--- src/tss_pkg.sv ---
// shared constants and types for the tone station selector
// assumes a 50 MHz REF_CLK and a tone detector that presents one tone code
package tss_pkg;

	// ----------------------------------------
	// timing
	// ----------------------------------------
	localparam int unsigned CLK_HZ = 50_000_000;
	localparam int unsigned SILENCE_MS = 250;
	localparam int unsigned SILENCE_CYCLES = SILENCE_MS * (CLK_HZ / 1000);
	localparam int unsigned SIL_W = 24;

	// ----------------------------------------
	// detected tone codes
	// ----------------------------------------
	localparam logic [3:0] TONE_NONE = 4'h0;
	localparam logic [3:0] TONE_STN_MAX = 4'hA;
	localparam logic [3:0] TONE_GUARD = 4'hB;
	localparam logic [3:0] TONE_GRP1 = 4'hC;
	localparam logic [3:0] TONE_GRP3 = 4'hE;
	localparam logic [3:0] TONE_ANY = 4'hF;

	// ----------------------------------------
	// switch fields (bit n is switch n+1)
	// ----------------------------------------
	localparam int SW_TEST = 0;
	localparam int SW_GRP_HI = 1;
	localparam int SW_GRP_LO = 2;
	localparam int SW_TONE_HI = 3;
	localparam int SW_TONE_LO = 6;
	localparam int SW_UNUSED = 7;
	localparam logic [1:0] GRP_NONE = 2'h0;

	// ----------------------------------------
	// register map
	// ----------------------------------------
	localparam logic [11:0] REG_CTRL = 12'h000;
	localparam logic [11:0] REG_STATUS = 12'h004;
	localparam logic [11:0] REG_SWITCH = 12'h008;
	localparam logic [31:0] CTRL_RESET = 32'h0000_0000;
	localparam int CTRL_INHIBIT = 0;
	localparam int ST_KEY = 0;
	localparam int ST_TEST = 1;
	localparam int ST_DESEL = 2;
	localparam int ST_TONE_LO = 4;
	localparam int ST_STATE_LO = 8;
	localparam logic [1:0] STRAP_DONE = 2'h3;

	typedef enum logic [4:0] {
		ST_IDLE = 5'h01,
		ST_ARMED = 5'h02,
		ST_KEYED = 5'h04,
		ST_DSEL = 5'h08,
		ST_TESTM = 5'h10
	} tss_state_e;

	typedef struct packed {
		logic [1:0] group;
		logic [3:0] tone;
	} tss_cfg_s;

endpackage

--- src/tss_top.sv ---
// tone station selector: guard/group/station tone sequencing to a key output
// assumes tone codes, modem activity and modem bit come from an async detector
//
// Function
// - switch left reads one, right zero
// - switch one selects normal or test
// - switch eight is ignored
// - test bit latched at power-up, others live
// - identity is group plus tone, thirty
// - group on switches two-three, tone four-seven
// - test entered when switch one set
// - test keys while any tone is recognised
// - key output drives host busy request
// - demodulated modem bit to host data
// - no keying before guard tone in normal mode
// - identity match withholds next page batch
// - group tone keys without deselection
// - quarter second silence drops key
`timescale 1ns/1ps
module tss_top #(
	parameter int unsigned SILENCE_CYCLES = tss_pkg::SILENCE_CYCLES
) (
	// clock and reset
	input wire logic REF_CLK,
	input wire logic RESET,
	// configuration switch pins
	input wire logic [7:0] CONFIG_SWITCH,
	// tone detector and modem pins
	input wire logic [3:0] AUDIO_TONE,
	input wire logic AUDIO_ACTIVE,
	input wire logic AUDIO_MARK,
	// host board
	output logic KEY_OUTPUT,
	output logic DATA_OUTPUT,
	// apb slave
	input wire logic PSEL,
	input wire logic PENABLE,
	input wire logic PWRITE,
	input wire logic [11:0] PADDR,
	input wire logic [31:0] PWDATA,
	output logic [31:0] PRDATA,
	output logic PREADY,
	output logic PSLVERR
);

	// ----------------------------------------
	// helpers
	// ----------------------------------------
	function automatic logic stn_valid(input logic [3:0] t);
		stn_valid = (t != tss_pkg::TONE_NONE) && (t <= tss_pkg::TONE_STN_MAX);
	endfunction

	function automatic logic is_group(input logic [3:0] t);
		is_group = (t >= tss_pkg::TONE_GRP1) && (t <= tss_pkg::TONE_GRP3);
	endfunction

	// ----------------------------------------
	// input synchronisers
	// ----------------------------------------
	logic [7:0] sw_s1_q, sw_s2_q;
	logic [3:0] tn_s1_q, tn_s2_q, tn_s3_q;
	logic act_s1_q, act_s2_q, mk_s1_q, mk_s2_q;

	always_ff @(posedge REF_CLK) begin
		sw_s1_q <= CONFIG_SWITCH;
		sw_s2_q <= sw_s1_q;
		tn_s1_q <= AUDIO_TONE;
		tn_s2_q <= tn_s1_q;
		tn_s3_q <= tn_s2_q;
		act_s1_q <= AUDIO_ACTIVE;
		act_s2_q <= act_s1_q;
		mk_s1_q <= AUDIO_MARK;
		mk_s2_q <= mk_s1_q;
	end

	// ----------------------------------------
	// configuration decode
	// ----------------------------------------
	tss_pkg::tss_cfg_s cfg;
	logic [3:0] tone_q, tone_d, prev_q;
	logic tone_evt, stn_match, grp_match;

	always_comb begin
		// lower switch number is the more significant bit, switch eight never looked at
		cfg.group = {sw_s2_q[tss_pkg::SW_GRP_HI], sw_s2_q[tss_pkg::SW_GRP_LO]};
		cfg.tone = {sw_s2_q[tss_pkg::SW_TONE_HI], sw_s2_q[tss_pkg::SW_TONE_HI + 1],
			sw_s2_q[tss_pkg::SW_TONE_LO - 1], sw_s2_q[tss_pkg::SW_TONE_LO]};
	end

	// code taken only when two samples agree
	assign tone_d = (tn_s2_q == tn_s3_q) ? tn_s2_q : tone_q;
	assign tone_evt = (tone_q != prev_q) && (tone_q != tss_pkg::TONE_NONE);
	// group and tone together name one of thirty stations
	assign stn_match = (cfg.group != tss_pkg::GRP_NONE) && stn_valid(tone_q)
		&& (stn_valid(cfg.tone) || cfg.tone == tss_pkg::TONE_ANY)
		&& (cfg.tone == tone_q || cfg.tone == tss_pkg::TONE_ANY);
	assign grp_match = (tone_q - tss_pkg::TONE_GRP1) == {2'h0, cfg.group - 2'h1};

	// ----------------------------------------
	// power-up strap capture
	// ----------------------------------------
	logic [1:0] strap_q, strap_d;
	logic test_q, test_d;

	always_comb begin
		strap_d = strap_q;
		test_d = test_q;
		if (strap_q != tss_pkg::STRAP_DONE) begin
			strap_d = strap_q + 2'h1;
			if (strap_q == 2'h2) begin
				test_d = sw_s2_q[tss_pkg::SW_TEST];
			end
		end
	end

	always_ff @(posedge REF_CLK) begin
		if (RESET) begin
			strap_q <= 2'h0;
			test_q <= 1'b0;
		end else begin
			strap_q <= strap_d;
			test_q <= test_d;
		end
	end

	// ----------------------------------------
	// sequencer
	// ----------------------------------------
	tss_pkg::tss_state_e state_q, state_d;
	logic [tss_pkg::SIL_W-1:0] sil_q, sil_d;
	logic desel_q, desel_d, key_q, key_d, data_q, guard_q, guard_d, quiet, sil_end;
	logic [31:0] ctrl_q, ctrl_d;

	assign quiet = (tone_q == tss_pkg::TONE_NONE) && !act_s2_q;
	assign sil_end = sil_q == tss_pkg::SIL_W'(SILENCE_CYCLES - 1);

	always_comb begin
		state_d = state_q;
		desel_d = desel_q;
		guard_d = guard_q;
		sil_d = quiet ? sil_q + tss_pkg::SIL_W'(1) : '0;
		case (state_q)
			tss_pkg::ST_IDLE: begin
				sil_d = '0;
				desel_d = 1'b0;
				guard_d = 1'b0;
				if (strap_q == tss_pkg::STRAP_DONE && test_q) begin
					state_d = tss_pkg::ST_TESTM;
				end else if (strap_q == tss_pkg::STRAP_DONE && tone_q == tss_pkg::TONE_GUARD) begin
					state_d = tss_pkg::ST_ARMED;
					guard_d = 1'b1;
				end
			end
			tss_pkg::ST_ARMED: begin
				if (tone_evt && stn_match) begin
					desel_d = 1'b1;
				end
				if (tone_evt && is_group(tone_q)) begin
					state_d = (desel_q && grp_match) ? tss_pkg::ST_DSEL : tss_pkg::ST_KEYED;
				end
			end
			tss_pkg::ST_KEYED, tss_pkg::ST_DSEL: begin
				if (tone_evt && tone_q == tss_pkg::TONE_GUARD) begin
					state_d = tss_pkg::ST_ARMED;
					desel_d = 1'b0;
				end
			end
			tss_pkg::ST_TESTM: begin
				sil_d = '0;
			end
			default: begin
				state_d = tss_pkg::ST_IDLE;
			end
		endcase
		if (state_q != tss_pkg::ST_IDLE && state_q != tss_pkg::ST_TESTM && quiet && sil_end) begin
			state_d = tss_pkg::ST_IDLE;
			sil_d = '0;
		end
		if (state_d == tss_pkg::ST_TESTM) begin
			key_d = tone_d != tss_pkg::TONE_NONE;
		end else begin
			key_d = (state_d == tss_pkg::ST_KEYED) && !ctrl_q[tss_pkg::CTRL_INHIBIT];
		end
	end

	always_ff @(posedge REF_CLK) begin
		if (RESET) begin
			state_q <= tss_pkg::ST_IDLE;
			sil_q <= '0;
			desel_q <= 1'b0;
			guard_q <= 1'b0;
			key_q <= 1'b0;
			data_q <= 1'b0;
			tone_q <= tss_pkg::TONE_NONE;
			prev_q <= tss_pkg::TONE_NONE;
		end else begin
			state_q <= state_d;
			sil_q <= sil_d;
			desel_q <= desel_d;
			guard_q <= guard_d;
			key_q <= key_d;
			data_q <= mk_s2_q;
			tone_q <= tone_d;
			prev_q <= tone_q;
		end
	end

	assign KEY_OUTPUT = key_q;
	assign DATA_OUTPUT = data_q;

	// ----------------------------------------
	// apb registers
	// ----------------------------------------
	logic [31:0] rdata_q, rdata_d;
	logic err_q, err_d, mapped;

	assign mapped = PADDR == tss_pkg::REG_CTRL || PADDR == tss_pkg::REG_STATUS
		|| PADDR == tss_pkg::REG_SWITCH;

	always_comb begin
		ctrl_d = ctrl_q;
		rdata_d = rdata_q;
		err_d = err_q;
		if (PSEL && !PENABLE) begin
			err_d = !mapped;
			rdata_d = 32'h0000_0000;
			if (PADDR == tss_pkg::REG_CTRL) begin
				rdata_d = ctrl_q;
			end else if (PADDR == tss_pkg::REG_STATUS) begin
				rdata_d[tss_pkg::ST_KEY] = key_q;
				rdata_d[tss_pkg::ST_TEST] = test_q;
				rdata_d[tss_pkg::ST_DESEL] = desel_q;
				rdata_d[tss_pkg::ST_TONE_LO +: 4] = tone_q;
				rdata_d[tss_pkg::ST_STATE_LO +: 5] = state_q;
			end else if (PADDR == tss_pkg::REG_SWITCH) begin
				rdata_d[6:0] = sw_s2_q[6:0];
			end
		end
		if (PSEL && PENABLE && PWRITE && PADDR == tss_pkg::REG_CTRL) begin
			ctrl_d = {31'h0000_0000, PWDATA[tss_pkg::CTRL_INHIBIT]};
		end
	end

	always_ff @(posedge REF_CLK) begin
		if (RESET) begin
			ctrl_q <= tss_pkg::CTRL_RESET;
			rdata_q <= 32'h0000_0000;
			err_q <= 1'b0;
		end else begin
			ctrl_q <= ctrl_d;
			rdata_q <= rdata_d;
			err_q <= err_d;
		end
	end

	assign PREADY = 1'b1;
	assign PRDATA = rdata_q;
	assign PSLVERR = err_q && PSEL && PENABLE;

	// ----------------------------------------
	// checks
	// ----------------------------------------
	chk_test_latch: assert property (@(posedge REF_CLK) disable iff (RESET)
		strap_q == tss_pkg::STRAP_DONE |=> $stable(test_q))
		else $error("test mode changed after power-up");

	chk_guard_first: assert property (@(posedge REF_CLK) disable iff (RESET)
		$rose(KEY_OUTPUT) && !test_q |-> guard_q)
		else $error("key raised without guard tone");

	chk_desel_hold: assert property (@(posedge REF_CLK) disable iff (RESET)
		state_q == tss_pkg::ST_DSEL |-> !KEY_OUTPUT)
		else $error("key asserted while deselected");

	chk_group_keys: assert property (@(posedge REF_CLK) disable iff (RESET)
		state_q == tss_pkg::ST_ARMED && tone_evt && is_group(tone_q) && !desel_q && !quiet
		&& !ctrl_q[tss_pkg::CTRL_INHIBIT] |=> KEY_OUTPUT)
		else $error("group tone did not key");

	chk_silence_drop: assert property (@(posedge REF_CLK) disable iff (RESET)
		state_q == tss_pkg::ST_KEYED && quiet && sil_end |=> !KEY_OUTPUT && state_q == tss_pkg::ST_IDLE)
		else $error("key not dropped after silence");

	chk_test_key: assert property (@(posedge REF_CLK) disable iff (RESET)
		state_q == tss_pkg::ST_TESTM && $past(state_q) == tss_pkg::ST_TESTM
		|-> KEY_OUTPUT == (tone_q != tss_pkg::TONE_NONE))
		else $error("test key does not follow tone");

	chk_data_follow: assert property (@(posedge REF_CLK) disable iff (RESET)
		!$past(RESET) |-> DATA_OUTPUT == $past(mk_s2_q))
		else $error("data output does not follow modem bit");

	chk_bad_tone: assert property (@(posedge REF_CLK) disable iff (RESET)
		!stn_valid(cfg.tone) && cfg.tone != tss_pkg::TONE_ANY |-> !stn_match)
		else $error("invalid tone code matched");

	chk_no_test_key: assert property (@(posedge REF_CLK) disable iff (RESET)
		!test_q && strap_q == tss_pkg::STRAP_DONE |-> state_q != tss_pkg::ST_TESTM)
		else $error("test state without test strap");

endmodule

--- config.mk ---
export PLATFORM = sky130hd
export DESIGN_NAME = tss_top
export DESIGN_NICKNAME = d
export VERILOG_FILES = /design/src/tss_pkg.sv /design/src/tss_top.sv
export SDC_FILE = /design/constraint.sdc
export NUM_CORES = 1
export LEC_CHECK = 0
export BUFFER_PORTS_ARGS = -buffer_cell sky130_fd_sc_hd__clkbuf_2
export CELL_PAD_IN_SITES_DETAIL_PLACEMENT = 0
export CELL_PAD_IN_SITES_GLOBAL_PLACEMENT = 1
export CORE_MARGIN = 2
export CORE_UTILIZATION = 39
export CTS_CLUSTER_DIAMETER = 60
export CTS_CLUSTER_SIZE = 10
export DETAILED_ROUTE_END_ITERATION = 7
export GPL_TIMING_DRIVEN = 0
export PLACE_DENSITY_LB_ADDON = 0.1
export SLEW_MARGIN = 25
export SYNTH_ARGS = -nofsm -noshare
export SYNTH_HDL_FRONTEND = slang
export SYNTH_SLANG_ARGS = --single-unit
export TNS_END_PERCENT = 10
--- constraint.sdc ---
create_clock -name REF_CLK -period 2.59 [get_ports REF_CLK]
set_clock_uncertainty 0.05 [all_clocks]
set_input_delay 0.6475 -clock REF_CLK [delete_from_list [all_inputs] [get_ports REF_CLK]]
set_output_delay 0.6475 -clock REF_CLK [all_outputs]
set_load 0.01 [all_outputs]
==> results.yml <==
outcome:
  outcome: "completed"
critical_path:
  path_max_fanout: 10
  r2r-start: "state_q[0]"
  cpMaxStageDelayCell: "or4_4"
  cp-startpoint: "PADDR[7]"
  critPathRequiredTime_ps: 2830
  worstPathArrival_ps: 2500
  cp-end-kind: "flip-flop"
  start_kind: "primary input"
  worst_path_dominant_cell_family: "simple AND/OR/NAND/NOR gates"
  cp_cell_sequence: "clkbuf_2 > or4_4 > nor4_4 > nand2_2 > nor3b_4 > a222oi_1 > nor2_1"
  crit_type: "in -> reg"
  slowest_delay_ps: 530
  ff2ff_setup_slack_ps: 500
  cp.buffers_inverters: 1
placement:
  io_buffers: 46
  dp_slack_ps: -57.6
  gp_congestion: 0.757
  place_hpwl_um: 5250
hold_path:
  hold_start: "sw_s1_q[1]"
  hold_path_class: "reg -> reg"
timing:
  period_share_pct: 87.4
  tightest_slew_ps: 719
  finalSetupViolations: 0
  period_minus_slack_ps: 2260
  fmax_mhz: 442
  rsz0062_at_grt: "false"
  fin_ws_ps: 326
  maxSlewViolCount: 0
  slew_headroom_pct: 51.6
  finalHoldViolations: 0
  holdWs_ps: 283
power_and_ir_drop:
  p_per_area_nw_per_um2: 598
  cellLeakagePower_nw: 1.73
  ir_worst_vdd_mv: 0.369
global_route:
  grt_max_degree: 19
  first_global_vias: 2475
  grt_remaining_overflow: 0
  antenna_found_initial: 0
  grt_pass1_wl_um: 11700
  grtUsageTotal_pct: 15.1
cts:
  cts_tree: "built"
  clk_pin_slew_ps: 90
  clkSinkCount: 88
  holdBufCountCts: 0
  cts-htree-levels: 3
  cts_buffers: 9
  clock_path_buffers: 2
  post_cts_buffers: 0
  cts_resized: 0
  clkLatencyLatePin_ps: 360
  cts_root_buffer: "clkbuf_8"
die:
  fp-row-count: 34
  start_util_pct: 40.5
  die_h_um: 99.7
  ios: 99
  design.die.area_sq_um: 9930
  core_sq_um: 8810
  die_w_um: 99.7
final_layout:
  diodes: 0
  drive_gt1_share_pct: 20.5
  syn2layout_area_growth_pct: 17.7
  nNetsFinal: 516
detailed_routing:
  drt-wirelength-per-cell_um: 12.8
  vias: 2724
  viasPerCell: 4.85
  drt_iter0_drc: 95
  firstDrtPassIters: 5
  route.detailed.drc: 0
  drtAntennaViolNets: 0
  wl_um: 7220
logic_synthesis:
  synth-seq-area-share_pct: 49.4
  synth-edff-count: 0
  syn_area_sq_um: 3570
  yosys_warnings: 0
  ys_ff_latch: 88
  avgSynthCellArea_sq_um: 9.54
  yosysTopAreaCell: "dfxtp_1"
  synth_cell_type_count: 49
  synth_ff_type: "dfxtp_1"
  netlist_instances: 374
  synth.area.top_cells: "dfxtp_1 (49%), xor2_1 (6.1%), nor2_1 (5.8%), buf_4 (4.2%), xnor2_1 (2.7%)"
  async_reset_ff_share_pct: 0
  netlist.area_leader.share_pct: 49.4
job:
  maxCapViolCount: 0
[path summary, 6_finish.rpt]
kind | endpoint | depth (start not counted)
worst max-delay path | PRDATA[1] | 7
worst min-delay path | sw_s2_q[1] | 0
worst max register to register | KEY_OUTPUT | 7
worst min register to register | sw_s2_q[1] | 0
[layout by cell type (no fill, tap or decap), types with 5 or more instances in the layout]
cell type  count
dfxtp_1       88
nor2_1        55
clkbuf_2      46
xor2_1        25
nand2_1       22
buf_4         20
conb_1        20
nor3_1        13
nor2b_1       11
xnor2_1       11
a21oi_1       11
nand3_1        9
clkbuf_8       9
mux2i_1        8
and3_1         7
o21ai_0        7
a22oi_1        7
clkbuf_1       6
and4_1         5
nand4_1        5
[synth_stat cells, types with 2 or more instances]
cell type	count
dfxtp_1	88
nor2_1	55
xor2_1	25
nand2_1	22
buf_4	20
nor3_1	13
a21oi_1	11
nor2b_1	11
xnor2_1	11
nand3_1	9
mux2i_1	8
a22oi_1	7
and3_1	7
o21ai_0	7
clkbuf_1	6
and4_1	5
nand4_1	5
a222oi_1	4
buf_2	4
ha_1	4
inv_1	4
nand2b_1	4
nor4_1	4
or3_1	4
nand3b_1	3
or4_1	3
a211o_1	2
a21o_1	2
and2_1	2
and4b_1	2
buf_1	2
buf_6	2
conb_1	2
[layout make-up]
type                       instances  area [sq um]
clock buffer                       9           124
sequential                        88          1760
multi-input combinational        266          1640
clock inverter                     7          73.8
buffer                            34           223
fill                             871          4610
tap                              108           135
timing repair buffer              46           230
inverter                           4          15.0
[per-layer routing]
metal | part of all wire [%] | GRT usage, % | routed length [um]
met5 | 0 | 0 | 0
met4 | 1.4 | 5.37 | 103
met3 | 5.0 | 4.57 | 362
met2 | 46 | 24.7 | 3310
met1 | 48 | 18.9 | 3450
[cells by family (layout without fill, tap and decap cells)]
| group | count (synthesis) | after routing | share of synthesized area, % |
|---|---|---|---|
| XOR/XNOR | 36 | 36 | 8.83 |
| multiplexers | 8 | 8 | 2.24 |
| flip-flops | 88 | 88 | 49.4 |
| buffers and inverters | 38 | 100 | 6.66 |
| adder cells (fa/ha/maj) | 4 | 4 | 1.40 |
| other | 2 | 20 | 0.210 |
| AND/OR/NAND/NOR | 157 | 157 | 23.4 |
| AO/OA/AOI/OAI | 41 | 41 | 7.89 |
[per-stage QoR]
stage | cell area (sq um) | power (mW) | TNS, ps | cells | utilization, %
after floorplan | 3640 | 1.56 | 0 | 392 | -
after global placement | 4000 | 1.61 | -60.7 | 546 | 45.5
after detailed placement | 4000 | 1.62 | -151 | 546 | 45.5
after CTS | 4200 | 2.55 | 0 | 562 | 47.7
after global routing | 4200 | 2.63 | 0 | 562 | 47.7
final | 4200 | 2.51 | 0 | 562 | 47.7
[registers in the layout, indices dropped and copies added (netlist names)]
| name | flops |
|---|---|
| DATA_OUTPUT | 1 |
| KEY_OUTPUT | 1 |
| PRDATA | 13 |
| act_s1_q | 1 |
| act_s2_q | 1 |
| ctrl_q | 1 |
| desel_q | 1 |
| err_q | 1 |
| mk_s1_q | 1 |
| mk_s2_q | 1 |
| prev_q | 4 |
| sil_q | 24 |
| state_q | 5 |
| strap_q | 2 |
| sw_s1_q | 7 |
| sw_s2_q | 7 |
| test_q | 1 |
| tn_s1_q | 4 |
| tn_s2_q | 4 |
| tn_s3_q | 4 |
| tone_q | 4 |
[where the power goes]
group	switching, mW	leakage (nW)	internal, mW
clock network	0.549	0.0942	0.378
registers	0.0255	0.722	1.39
logic	0.0891	0.910	0.0803
total	0.663	1.73	1.85
[worst register-to-register path: cells and delay by family, from the launching register on]
| family | cells | cell delay [ps] |
|---|---|---|
| compound gates | 2 | 520 |
| simple gates | 4 | 970 |
| buf+inv | 1 | 180 |
| flops | 1 | 310 |
Note: power is estimated with default switching activity, not from simulation.
